==> src/rtl/qig_pkg.sv <==
package qig_pkg;

  // register map, byte addresses, one aligned word each
  localparam logic [4:0]  OFS_CDD      = 5'h00;  // clock domain disable
  localparam logic [4:0]  OFS_PATH     = 5'h04;  // input path select
  localparam logic [4:0]  OFS_MUX      = 5'h08;  // phase error source select
  localparam logic [4:0]  OFS_STAT     = 5'h0c;  // sticky event status
  localparam logic [4:0]  OFS_MASK     = 5'h10;  // interrupt mask
  localparam logic [4:0]  OFS_LIVE     = 5'h14;  // live state, read only

  // field positions
  localparam int unsigned CDD_ENC_BIT   = 9;     // encoder clock domain off
  localparam int unsigned PATH_LANE_W   = 8;     // one byte lane per input
  localparam int unsigned PATH_SYNC_OFS = 0;     // sync-only select in lane
  localparam int unsigned PATH_FILT_OFS = 1;     // sync+filter select in lane
  localparam int unsigned MUX_SEL_BIT   = 0;     // 0 picks encoder 0
  localparam int unsigned LIVE_ERR_OFS  = 0;     // live phase errors
  localparam int unsigned LIVE_IN_OFS   = 2;     // conditioned inputs
  localparam int unsigned LIVE_CLK_BIT  = 10;    // encoder clock running

  // writable bits
  localparam logic [31:0] CDD_WMASK    = 32'h0000_0200;
  localparam logic [31:0] PATH_WMASK   = 32'h0303_0303;

  // reset values
  localparam logic [31:0] RST_CDD      = 32'h0000_0000;  // encoder clock on
  localparam logic [31:0] RST_PATH     = 32'h0101_0101;  // all sync-only
  localparam logic        RST_MUX      = 1'b0;
  localparam logic [1:0]  RST_MASK     = 2'h0;

  // sizes
  localparam int unsigned NUM_ENC      = 2;     // encoder modules
  localparam int unsigned NUM_IN       = 4;     // a, b, index, strobe

  // filter: samples that must agree before the output follows
  localparam logic [2:0]  FILT_LEN     = 3'h3;

endpackage : qig_pkg

==> src/rtl/qig_in_cond.sv <==
`timescale 1ns/1ps
`default_nettype none

// one encoder input: two-flop synchroniser, then optional filter
module qig_in_cond
  import qig_pkg::*;
(
  input  wire logic clk_sys,
  input  wire logic rst_n,
  input  wire logic pin,       // raw pin, asynchronous
  input  wire logic run,       // encoder clock domain running
  input  wire logic sel_sync,  // sync-only path requested
  input  wire logic sel_filt,  // sync+filter path requested
  output var  logic cond_out   // level handed to the encoder
);
  import qig_pkg::*;

  logic       s1_reg;    // first sync stage, read by s2 only
  logic       s2_reg;    // second sync stage
  logic       filt_reg;  // filtered level
  logic [2:0] cnt_reg;   // agreeing samples so far
  logic       use_sync;  // path decision

  // synchroniser always runs so the pin never feeds logic raw
  always_ff @(posedge clk_sys or negedge rst_n) begin
    if (!rst_n) begin
      s1_reg <= 1'b0;
      s2_reg <= 1'b0;
    end else begin
      s1_reg <= pin;
      s2_reg <= s1_reg;
    end
  end

  // filter: follow only after FILT_LEN differing samples in a row
  always_ff @(posedge clk_sys or negedge rst_n) begin
    if (!rst_n) begin
      cnt_reg  <= 3'h0;
      filt_reg <= 1'b0;
    end else if (run) begin
      if (s2_reg == filt_reg) begin
        cnt_reg <= 3'h0;  // glitch over, start again
      end else if (cnt_reg == FILT_LEN - 3'h1) begin
        filt_reg <= s2_reg;
        cnt_reg  <= 3'h0;
      end else begin
        cnt_reg <= cnt_reg + 3'h1;
      end
    end
  end

  // both selects clear falls back to the safe sync-only path
  assign use_sync = sel_sync | ~sel_filt;

  // output stage, frozen while the encoder clock is off
  always_ff @(posedge clk_sys or negedge rst_n) begin
    if (!rst_n) begin
      cond_out <= 1'b0;
    end else if (run) begin
      cond_out <= use_sync ? s2_reg : filt_reg;
    end
  end

endmodule : qig_in_cond

`default_nettype wire

==> src/rtl/qig_top.sv <==
// Function
// - bit 9 stops encoder clock domain
// - encoder clock runs after reset
// - encoder flags phase error on A/B
// - both phase errors feed select mux
// - mux output inverted toward timer
// - inputs pass sync or sync+filter
// - phase A path bits 0 and 1
// - phase B path bits 8 and 9
// - index path bits 16 and 17
// - strobe path bits 24 and 25
`timescale 1ns/1ps
`default_nettype none

module qig_top
  import qig_pkg::*;
(
  input  wire logic        CLK_SYS,
  input  wire logic        RST_N,
  input  wire logic [4:0]  AVS_ADDRESS,
  input  wire logic        AVS_READ,
  input  wire logic        AVS_WRITE,
  input  wire logic [31:0] AVS_WRITEDATA,
  input  wire logic [3:0]  AVS_BYTEENABLE,
  output var  logic [31:0] AVS_READDATA,
  output var  logic        AVS_WAITREQUEST,
  input  wire logic [1:0]  PHASE_A_PIN,
  input  wire logic [1:0]  PHASE_B_PIN,
  input  wire logic [1:0]  INDEX_PIN,
  input  wire logic [1:0]  STROBE_PIN,
  output wire logic [1:0]  QUAD_PHASE_A_IN,
  output wire logic [1:0]  QUAD_PHASE_B_IN,
  output wire logic [1:0]  QUAD_INDEX_IN,
  output wire logic [1:0]  QUAD_STROBE_IN,
  output var  logic        ENC_CLK_EN,
  output var  logic [1:0]  PHASE_ERROR_OUT,
  output var  logic        HET_PHASE_ERR_N,
  output var  logic        IRQ
);
  import qig_pkg::*;

  // software registers
  logic [31:0] clock_domain_disable_reg;  // only the encoder bit kept
  logic [31:0] input_path_select_reg;     // one lane per input kind
  logic        mux_sel_reg;               // phase error source
  logic [1:0]  status_reg;                // sticky phase error events
  logic [1:0]  mask_reg;                  // interrupt enables
  logic [1:0]  status_next;

  // bus handshake
  logic        waitreq_reg;   // low for exactly the answer cycle
  logic [31:0] rdata_reg;     // captured read word
  logic [4:0]  addr_word;     // word-aligned address
  logic        rd_take;       // first cycle of a read
  logic        rd_done;       // completing edge of a read
  logic        wr_hit;        // completing edge of a write
  logic [31:0] rd_mux;        // read data before capture

  // encoder side
  logic [7:0]  pin_bus;       // enc*4 + input kind
  logic [7:0]  cond_bus;      // conditioned levels
  logic [3:0]  sel_sync_w;    // per kind, sync-only bit
  logic [3:0]  sel_filt_w;    // per kind, filter bit
  logic [1:0]  prev_a_reg;    // last A seen while running
  logic [1:0]  prev_b_reg;    // last B seen while running
  logic [1:0]  err_now;       // phase error this cycle
  logic        sel_err;       // mux output before inversion
  logic        wrote_cdd_reg; // helper: software touched the gate

  // byte-lane merge, shared by the gate and path select registers
  function automatic logic [31:0] be_merge(
    input logic [31:0] old_v,
    input logic [31:0] new_v,
    input logic [3:0]  be,
    input logic [31:0] wmask
  );
    logic [31:0] m;
    m = old_v;
    for (int i = 0; i < 4; i++) begin
      if (be[i]) begin
        m[8*i +: 8] = new_v[8*i +: 8];
      end
    end
    return m & wmask;
  endfunction : be_merge

  assign addr_word = {AVS_ADDRESS[4:2], 2'b00};
  assign rd_take   = AVS_READ & waitreq_reg;
  assign rd_done   = AVS_READ & ~waitreq_reg;
  assign wr_hit    = AVS_WRITE & ~waitreq_reg;

  // one wait cycle per access; the master holds the request meanwhile
  always_ff @(posedge CLK_SYS or negedge RST_N) begin
    if (!RST_N) begin
      waitreq_reg <= 1'b1;
    end else begin
      waitreq_reg <= ~((AVS_READ | AVS_WRITE) & waitreq_reg);
    end
  end

  // read decode; unmapped words read as zero
  always_comb begin
    rd_mux = 32'h0000_0000;
    case (addr_word)
      OFS_CDD:  rd_mux = clock_domain_disable_reg;
      OFS_PATH: rd_mux = input_path_select_reg;
      OFS_MUX:  rd_mux[MUX_SEL_BIT] = mux_sel_reg;
      OFS_STAT: rd_mux[1:0] = status_reg;
      OFS_MASK: rd_mux[1:0] = mask_reg;
      OFS_LIVE: begin
        rd_mux[LIVE_ERR_OFS +: 2] = PHASE_ERROR_OUT;
        rd_mux[LIVE_IN_OFS +: 8]  = cond_bus;
        rd_mux[LIVE_CLK_BIT]      = ENC_CLK_EN;
      end
      default:  rd_mux = 32'h0000_0000;
    endcase
  end

  // read word captured early so it stands through the answer cycle
  always_ff @(posedge CLK_SYS or negedge RST_N) begin
    if (!RST_N) begin
      rdata_reg <= 32'h0000_0000;
    end else if (rd_take) begin
      rdata_reg <= rd_mux;
    end
  end

  assign AVS_READDATA    = rdata_reg;
  assign AVS_WAITREQUEST = waitreq_reg;

  // control registers written on the completing edge only
  always_ff @(posedge CLK_SYS or negedge RST_N) begin
    if (!RST_N) begin
      clock_domain_disable_reg <= RST_CDD;
      input_path_select_reg    <= RST_PATH;
      mux_sel_reg              <= RST_MUX;
      mask_reg                 <= RST_MASK;
    end else if (wr_hit) begin
      case (addr_word)
        OFS_CDD: begin
          clock_domain_disable_reg <= be_merge(clock_domain_disable_reg,
            AVS_WRITEDATA, AVS_BYTEENABLE, CDD_WMASK);
        end
        OFS_PATH: begin
          input_path_select_reg <= be_merge(input_path_select_reg,
            AVS_WRITEDATA, AVS_BYTEENABLE, PATH_WMASK);
        end
        OFS_MUX: begin
          if (AVS_BYTEENABLE[0]) begin
            mux_sel_reg <= AVS_WRITEDATA[MUX_SEL_BIT];
          end
        end
        OFS_MASK: begin
          if (AVS_BYTEENABLE[0]) begin
            mask_reg <= AVS_WRITEDATA[1:0];
          end
        end
        default: begin
          // read-only or unmapped: write dropped
        end
      endcase
    end
  end

  // gate register drives the encoder domain run flag; reset leaves it on
  always_ff @(posedge CLK_SYS or negedge RST_N) begin
    if (!RST_N) begin
      ENC_CLK_EN <= 1'b1;
    end else begin
      ENC_CLK_EN <= ~clock_domain_disable_reg[CDD_ENC_BIT];
    end
  end

  // path select bits for each input kind, shared by both encoders
  for (genvar k = 0; k < NUM_IN; k++) begin : g_sel
    // lanes 0, 8, 16, 24 for a, b, index, strobe
    assign sel_sync_w[k] =
      input_path_select_reg[PATH_LANE_W*k + PATH_SYNC_OFS];
    assign sel_filt_w[k] =
      input_path_select_reg[PATH_LANE_W*k + PATH_FILT_OFS];
  end

  // pack pins as enc*4 + kind
  assign pin_bus = {STROBE_PIN[1], INDEX_PIN[1], PHASE_B_PIN[1], PHASE_A_PIN[1],
                    STROBE_PIN[0], INDEX_PIN[0], PHASE_B_PIN[0], PHASE_A_PIN[0]};

  // one conditioner per pin; gating freezes their filter and output stage via run
  for (genvar e = 0; e < NUM_ENC; e++) begin : g_enc
    for (genvar k = 0; k < NUM_IN; k++) begin : g_in
      qig_in_cond u_cond (
        .clk_sys  (CLK_SYS),
        .rst_n    (RST_N),
        .pin      (pin_bus[e*NUM_IN + k]),
        .run      (ENC_CLK_EN),
        .sel_sync (sel_sync_w[k]),
        .sel_filt (sel_filt_w[k]),
        .cond_out (cond_bus[e*NUM_IN + k])
      );
    end
  end

  assign QUAD_PHASE_A_IN = {cond_bus[4], cond_bus[0]};
  assign QUAD_PHASE_B_IN = {cond_bus[5], cond_bus[1]};
  assign QUAD_INDEX_IN   = {cond_bus[6], cond_bus[2]};
  assign QUAD_STROBE_IN  = {cond_bus[7], cond_bus[3]};

  // a and b flipping in the same sample is an illegal quadrature step
  assign err_now = {2{ENC_CLK_EN}} &
                   (QUAD_PHASE_A_IN ^ prev_a_reg) &
                   (QUAD_PHASE_B_IN ^ prev_b_reg);

  // phase history held while the clock is off; the error pulse is forced low then
  always_ff @(posedge CLK_SYS or negedge RST_N) begin
    if (!RST_N) begin
      prev_a_reg      <= 2'h0;
      prev_b_reg      <= 2'h0;
      PHASE_ERROR_OUT <= 2'h0;
    end else begin
      PHASE_ERROR_OUT <= err_now;
      if (ENC_CLK_EN) begin
        prev_a_reg <= QUAD_PHASE_A_IN;
        prev_b_reg <= QUAD_PHASE_B_IN;
      end
    end
  end

  // selection mux, then inverted: an error shows low at the timer
  assign sel_err = mux_sel_reg ? PHASE_ERROR_OUT[1] : PHASE_ERROR_OUT[0];

  always_ff @(posedge CLK_SYS or negedge RST_N) begin
    if (!RST_N) begin
      HET_PHASE_ERR_N <= 1'b1;
    end else begin
      HET_PHASE_ERR_N <= ~sel_err;
    end
  end

  // sticky status; clear only what the read returned, new events win
  always_comb begin
    status_next = status_reg;
    if (rd_done && (addr_word == OFS_STAT)) begin
      status_next = status_next & ~rdata_reg[1:0];
    end
    status_next = status_next | PHASE_ERROR_OUT;
  end

  always_ff @(posedge CLK_SYS or negedge RST_N) begin
    if (!RST_N) begin
      status_reg <= 2'h0;
    end else begin
      status_reg <= status_next;
    end
  end

  // level interrupt, one cycle behind the status bits
  always_ff @(posedge CLK_SYS or negedge RST_N) begin
    if (!RST_N) begin
      IRQ <= 1'b0;
    end else begin
      IRQ <= |(status_reg & mask_reg);
    end
  end

  // helper for checks: has software written the gate register yet
  always_ff @(posedge CLK_SYS or negedge RST_N) begin
    if (!RST_N) begin
      wrote_cdd_reg <= 1'b0;
    end else if (wr_hit && (addr_word == OFS_CDD)) begin
      wrote_cdd_reg <= 1'b1;
    end
  end
endmodule : qig_top

`default_nettype wire

==> config.mk <==
export PLATFORM = sky130hd
export DESIGN_NAME = qig_top
export DESIGN_NICKNAME = d
export VERILOG_FILES = /design/src/rtl/qig_pkg.sv /design/src/rtl/qig_in_cond.sv /design/src/rtl/qig_top.sv
export SDC_FILE = /design/constraint.sdc
export NUM_CORES = 1
export LEC_CHECK = 0
export ABC_AREA = 1
export CORE_ASPECT_RATIO = 1.1
export CORE_MARGIN = 5
export CORE_UTILIZATION = 41
export CTS_BUF_LIST = sky130_fd_sc_hd__clkbuf_16
export CTS_CLUSTER_SIZE = 8
export DETAILED_ROUTE_END_ITERATION = 7
export DONT_BUFFER_PORTS = 1
export PLACE_DENSITY_LB_ADDON = 0.12
export SYNTH_ARGS = -nofsm -noshare
export SYNTH_HDL_FRONTEND = slang
export SYNTH_HIERARCHICAL = 1
export SYNTH_SLANG_ARGS = --single-unit
==> constraint.sdc <==
create_clock -name CLK_SYS -period 2 [get_ports CLK_SYS]
set_clock_uncertainty 0.2 [all_clocks]
set_input_delay 0.4 -clock CLK_SYS [delete_from_list [all_inputs] [get_ports CLK_SYS]]
set_output_delay 0.4 -clock CLK_SYS [all_outputs]
set_load 0.01 [all_outputs]
==> results of run 1 <==
## metrics by stage
step	setup WS, ns	hold WS [ns]	std cells
6_report	0.240	-0.437	755
5_1_grt	0.0982	-0.458	755
4_1_cts	0.210	-0.454	755
3_5_place_dp	0.511	-0.0934	722
3_3_place_gp	0.530	-0.0934	722
2_1_floorplan	0.229	-0.0956	595
## logic make-up (layout without fill, tap and decap cells)
kind of cell | count (synthesis) | after routing
buffers and inverters | 95 | 108
AOI/OAI and AO/OA | 35 | 35
and+or+nand+nor | 347 | 347
DFF | 95 | 95
other | 1 | 17
xor gates and xnor gates | 2 | 2
muxes | 4 | 4
## final cells by class
| cell class | instances | area share [%] |
|---|---|---|
| Sequential cell | 95 | 46.0 |
| Tap cell | 147 | 3.55 |
| Clock inverter | 6 | 0.459 |
| Clock buffer | 9 | 4.34 |
| Multi-Input combinational cell | 405 | 36.0 |
| Timing Repair Buffer | 22 | 4.30 |
| Inverter | 71 | 5.29 |
## final timing paths
| kind | slack [ns] | endpoint | from |
|---|---|---|---|
| worst min register to register | 0.15 | g_enc[0].g_in[1].u_cond/s2_reg$_DFF_PN0_ | g_enc[0].g_in[1].u_cond/s1_reg$_DFF_PN0_ |
| worst min-delay path | -0.44 | g_enc[1].g_in[1].u_cond/cnt_reg[2]$_DFFE_PN0P_ | RST_N |
| max in group asynchronous | 1.82 | AVS_WAITREQUEST$_DFF_PN1_ | RST_N |
| min in group CLK_SYS | 0.04 | input_path_select_reg[1]$_DFFE_PN0P_ | AVS_WRITEDATA[1] |
| worst max-delay path | 0.24 | input_path_select_reg[8]$_DFFE_PN1P_ | AVS_WAITREQUEST$_DFF_PN1_ |
| worst max register to register | 0.24 | input_path_select_reg[8]$_DFFE_PN1P_ | AVS_WAITREQUEST$_DFF_PN1_ |
## routing by layer
metal,vias to the layer above,track usage (%),part of all wire [%]
met1,1683,19.8,46
met4,0,4.03,0.93
met5,-,0,0
met2,70,24.4,47
li1,1818,-,-
met3,6,4.62,5.9
## critical path, delay by kind of cell, from the launching register on
kind	cells	cell delay [ns]
buf+inv	1	0.55
compound gates	1	0.05
simple gates	3	0.47
flops	1	0.42
## cell usage after synthesis, drive strengths merged
library cell | n | area [µm²]
o21bai | 1 | 7.51
dfrtp | 88 | 2200
a211oi | 2 | 15.0
nor3 | 2 | 21.3
inv | 71 | 274
mux2 | 4 | 45.0
nor2 | 33 | 213
nand3 | 48 | 250
xnor2 | 2 | 17.5
o21ai | 21 | 105
buf | 24 | 194
dfstp | 7 | 184
nand3b | 8 | 60.1
conb | 1 | 3.75
a21o | 1 | 7.51
a21oi | 9 | 45.0
nand4 | 14 | 87.6
nand2 | 242 | 921
a22o | 1 | 8.76
## power groups by stage
stage | logic (mW) | clock network (mW) | registers, mW
global route | 1.81 | 1.64 | 3.22
global placement | 1.45 | 0 | 3.14
floorplan | 1.25 | 0 | 3.02
CTS | 1.55 | 1.54 | 3.13
finish | 1.52 | 1.48 | 3.13
detailed placement | 1.51 | 0 | 3.16
==> reports/results.ini, run 1 <==
[run_status]
status = finished with violations
violations = hold timing

[cts]
htreeDepth = 3
cts-root-buf = clkbuf_16
cts_resized = 0
path_clk_slew_ns = 0.06
cts_buffers = 9
cts_sinks = 95
clk_latency_ns = 0.33
clockBufferDepth = 2
cts_tree = done
cts_setup_buffers = 0
cts_hold_buf = 18

[critical_path]
crit_path_end_kind = flop
crit_slowest_cell = dlygate4sd3_1
crit_chain = nor2_4 > nand3_2 > nand2_1 > o21ai_1 > dlygate4sd3_1
worstPathArrival_ns = 1.82
r2r_cells = 5
critical_path_class = flop to flop
path_max_fanout = 5
slowest_delay_ns = 0.55
critical_path_required_ns = 2.06
start_kind = flop

[synthesis]
seq_area_frac_synth_pct = 51.2
avgSynthCellArea_um2 = 8.05
synth_cell_types = 32
ys_warn_count = 6
synthCells = 579
synth-seq-cells = 95
synth_mux_area_share_pct = 0.966
syn_area_um2 = 4660
synth_xor_area_share_pct = 0.376
synthSimpleGateAreaFrac_pct = 33.3
synthAdderAreaFrac_pct = 0
synth_top_family_by_area = simple AND/OR/NAND/NOR gates
synth_compound_area_share_pct = 4.05

[global_routing]
grt_pass1_vias = 3434
grt_pass1_wl_um = 16700
grt_antenna_before_repair = 0
grt_max_degree = 96
grt-ovfl-total = 0
grt_usage_pct = 15.1

[drt]
ant_nets = 0
drtIter0Drc = 176
routed-via-count = 3577
drc = 0
first_pass_iters = 4
vias_per_cell = 4.74
finalWirelength_um = 9690
wl_per_cell_um = 12.8

[die]
die_h_um = 122
fp.coreArea_um2 = 11000
rows = 40
initial_core_util_pct = 42.3
io_pins = 99
die_x_um = 112
die_area_um2 = 13600

[timing]
fin_hold_ws_ns = -0.437
rsz0062_at_grt = no
finalCritPeriodShare_pct = 88.0
finalSetupTns_ns = 0
slew_violations = 0
min_period_ns = 1.76
finalSetupViolations = 0
fmax_ghz = 0.568
finalHoldViolCount = 95

[power_and_ir_drop]
sw_frac_of_total_pct = 36.4
p_clk_share_pct = 24.2
p_seq_share_pct = 51.0
pwr-share-comb_pct = 24.9
p_switching_mw = 2.23
p_leak_nw = 2.74
p_total_mw = 6.13
peakVddDrop_v = 0.000501
p_per_area_nw_per_um2 = 1180
power.internal_mw = 3.90

[layout]
stdcell_area_um2 = 5180
syn_to_final_growth_pct = 11.2
fillers = 1095
fin_nets = 657
area.sequential_um2 = 2390
multi_input_area_um2 = 1870
final_core_util_pct = 47.1
diodes = 0
final_common_cell = nand2_1
mostFrequentLayoutCells = nand2_1, dfrtp_1, inv_1
drive_above_1_share_pct = 9.54
largest_reg_flops = 24

[placement]
hpwl_um = 6730
portBuffers = 0
placed_area_um2 = 4750
place_congestion = 0.781

[worst_hold_path]
hold_class = input port to asynchronous set/reset pin

[job]
cap_violations = 0

Note: power is estimated with default switching activity, not from simulation.
==> run 2: changes to the inputs <==
--- a/config.mk
+++ b/config.mk
@@ -13,6 +13,7 @@
 export CTS_CLUSTER_SIZE = 8
 export DETAILED_ROUTE_END_ITERATION = 7
 export DONT_BUFFER_PORTS = 1
+export GPL_TIMING_DRIVEN = 0
 export PLACE_DENSITY_LB_ADDON = 0.12
 export SYNTH_ARGS = -nofsm -noshare
 export SYNTH_HDL_FRONTEND = slang
==> reports/results.ini, run 2 (synthesized netlist as in run 1, its figures left out) <==
[placement]
portBuffers = 0  ; unchanged
place_congestion = 0.785  ; +0.59%
placed_area_um2 = 4910  ; +3.2%
dp_cells = 742  ; +2.8%
hpwl_um = 6850  ; +1.7%
dp_slack_ns = -0.0969  ; -0.608 ns

[die]
die_area_um2 = 13600  ; unchanged
fp.coreArea_um2 = 11000  ; unchanged
io_pins = 99  ; unchanged
rows = 40  ; unchanged
die_x_um = 112  ; unchanged
die_h_um = 122  ; unchanged
initial_core_util_pct = 42.3  ; unchanged

[job]
cap_violations = 0  ; unchanged

[drt]
highest_layer = met4
ant_nets = 0  ; unchanged
finalWirelength_um = 9970  ; +2.9%
wl_per_cell_um = 12.9  ; +0.29%
wl_met3_um = 614  ; +7.2%
first_pass_iters = 5  ; +1
wl_met2_um = 4620  ; +2.0%
wl_met1_um = 4540  ; +1.0%
drc = 0  ; unchanged
routed-via-count = 3646  ; +1.9%
vias_per_cell = 4.70  ; -0.70%
drtIter0Drc = 173  ; -1.7%

[timing]
postLayoutSetupSlackWorst_ns = 0.170  ; -0.0700 ns
fmax_ghz = 0.547  ; -3.8%
rsz0062_at_grt = no
fin_hold_ws_ns = -0.446  ; -0.00854 ns
finalSetupTns_ns = 0  ; unchanged
min_period_ns = 1.83  ; +0.0700 ns
slew_violations = 0  ; unchanged
finalCritPeriodShare_pct = 91.5  ; +3.5 points
finalSetupViolations = 0  ; unchanged
finalHoldViolCount = 95  ; unchanged

[critical_path]
crit_path_end_kind = output port
worstPathArrival_ns = 1.23  ; -0.59 ns
worstReg2RegStart = ENC_CLK_EN$_DFF_PN1_
start_kind = flop
reg2reg_setup_slack_ns = 0.17  ; -0.07 ns
critical_path_required_ns = 1.40  ; -0.66 ns
critical_path_class = flop to output port
r2r_cells = 3  ; -2
path_max_fanout = 42  ; +37
r2r_end = PHASE_ERROR_OUT[0]$_DFF_PN0_

[layout]
stdcell_count = 775  ; +2.6%
diodes = 0  ; unchanged
final_common_cell = nand2_1
stdcell_area_um2 = 5420  ; +4.5%
final_core_util_pct = 49.2  ; +2.1 points
fillers = 1058  ; -3.4%
drive_above_1_share_pct = 12.9  ; +3.4 points
largest_reg_flops = 24  ; unchanged
syn_to_final_growth_pct = 16.2
multi_input_area_um2 = 1870  ; unchanged
mostFrequentLayoutCells = nand2_1, dfrtp_1, inv_1
area.sequential_um2 = 2390  ; +0.16%
fin_nets = 677  ; +3.0%

[cts]
path_clk_slew_ns = 0.06  ; about the same
cts_tree = done
cts_setup_buffers = 0  ; unchanged
cts_hold_buf = 18  ; unchanged
clockBufferDepth = 2  ; unchanged
cts_sinks = 95  ; unchanged
cts-root-buf = clkbuf_16
clk_latency_ns = 0.33  ; about the same
cts_buffers = 9  ; unchanged
htreeDepth = 3  ; unchanged

[power_and_ir_drop]
p_per_area_nw_per_um2 = 1220  ; +2.8%
p_switching_mw = 2.28  ; +2.1%
pwr-share-comb_pct = 22.8  ; -2.1 points
sw_frac_of_total_pct = 34.6  ; -1.8 points
p_leak_nw = 2.88  ; +5.1%
power.internal_mw = 4.31  ; +10%
p_total_mw = 6.58  ; +7.4%
p_clk_share_pct = 28.8  ; +4.6 points
p_seq_share_pct = 48.4  ; -2.6 points
peakVddDrop_v = 0.000510  ; +1.7%

[global_routing]
grt_pass1_wl_um = 16700  ; about the same
grt_pass1_vias = 3457  ; +0.67%
grt_antenna_before_repair = 0  ; unchanged
grt_max_degree = 96  ; unchanged
grt_usage_pct = 15.3  ; +0.20 points
grt-ovfl-total = 0  ; unchanged

[run_status]
violations = hold timing
status = finished with violations

[worst_hold_path]
hold_class = input port to asynchronous set/reset pin

==> run 2: cell types whose count changed in the layout (fill, tap and decap cells not counted), sizes merged <==
cell,delta
clkinv,-2
inv,-1
bufinv,+3
buf,+20
==> run 2: power by group through the flow <==
stage	clock network, mW	registers [mW]	logic (mW)
final	1.90	3.19	1.50
after global routing	2.04	3.29	1.75
after CTS	1.95	3.19	1.51
after detailed placement	0	3.22	1.47
after global placement	0	3.20	1.41
after floorplan	0	3.02	1.25
==> run 2: worst max path at each step <==
stage	from	endpoint	slack, ns	depth (start not counted)
5_1_grt	ENC_CLK_EN$_DFF_PN1_	PHASE_ERROR_OUT[0]$_DFF_PN0_	0.06	3
4_1_cts	ENC_CLK_EN$_DFF_PN1_	PHASE_ERROR_OUT[1]$_DFF_PN0_	0.12	3
3_3_place_gp	ENC_CLK_EN$_DFF_PN1_	PHASE_ERROR_OUT[1]$_DFF_PN0_	-0.06	3
2_1_floorplan	ENC_CLK_EN$_DFF_PN1_	prev_a_reg[0]$_DFFE_PN0P_	0.23	2
6_report	ENC_CLK_EN$_DFF_PN1_	ENC_CLK_EN	0.17	0
3_5_place_dp	ENC_CLK_EN$_DFF_PN1_	PHASE_ERROR_OUT[1]$_DFF_PN0_	-0.1	3
==> run 2: cell type report <==
cell class	count	share of cell area, %
well taps	147	3.39
multi-input cells	405	34.5
repair buffers	18	3.33
inverters	71	5.06
clock buffers	9	4.16
plain buffers	24	3.58
clock inverters	6	1.89
flip-flops and latches	95	44.1
==> run 2: repair_timing <==
item,CTS,global route
endpoints found under the setup margin,7,0
endpoints found under the hold margin,112,95
resized for setup,1,0
==> run 2: metal layers <==
layer,vias up,GRT usage [%]
met2,84,24.3
li1,1862,-
met1,1683,19.9
met3,17,4.27
met4,0,6.01
met5,-,0
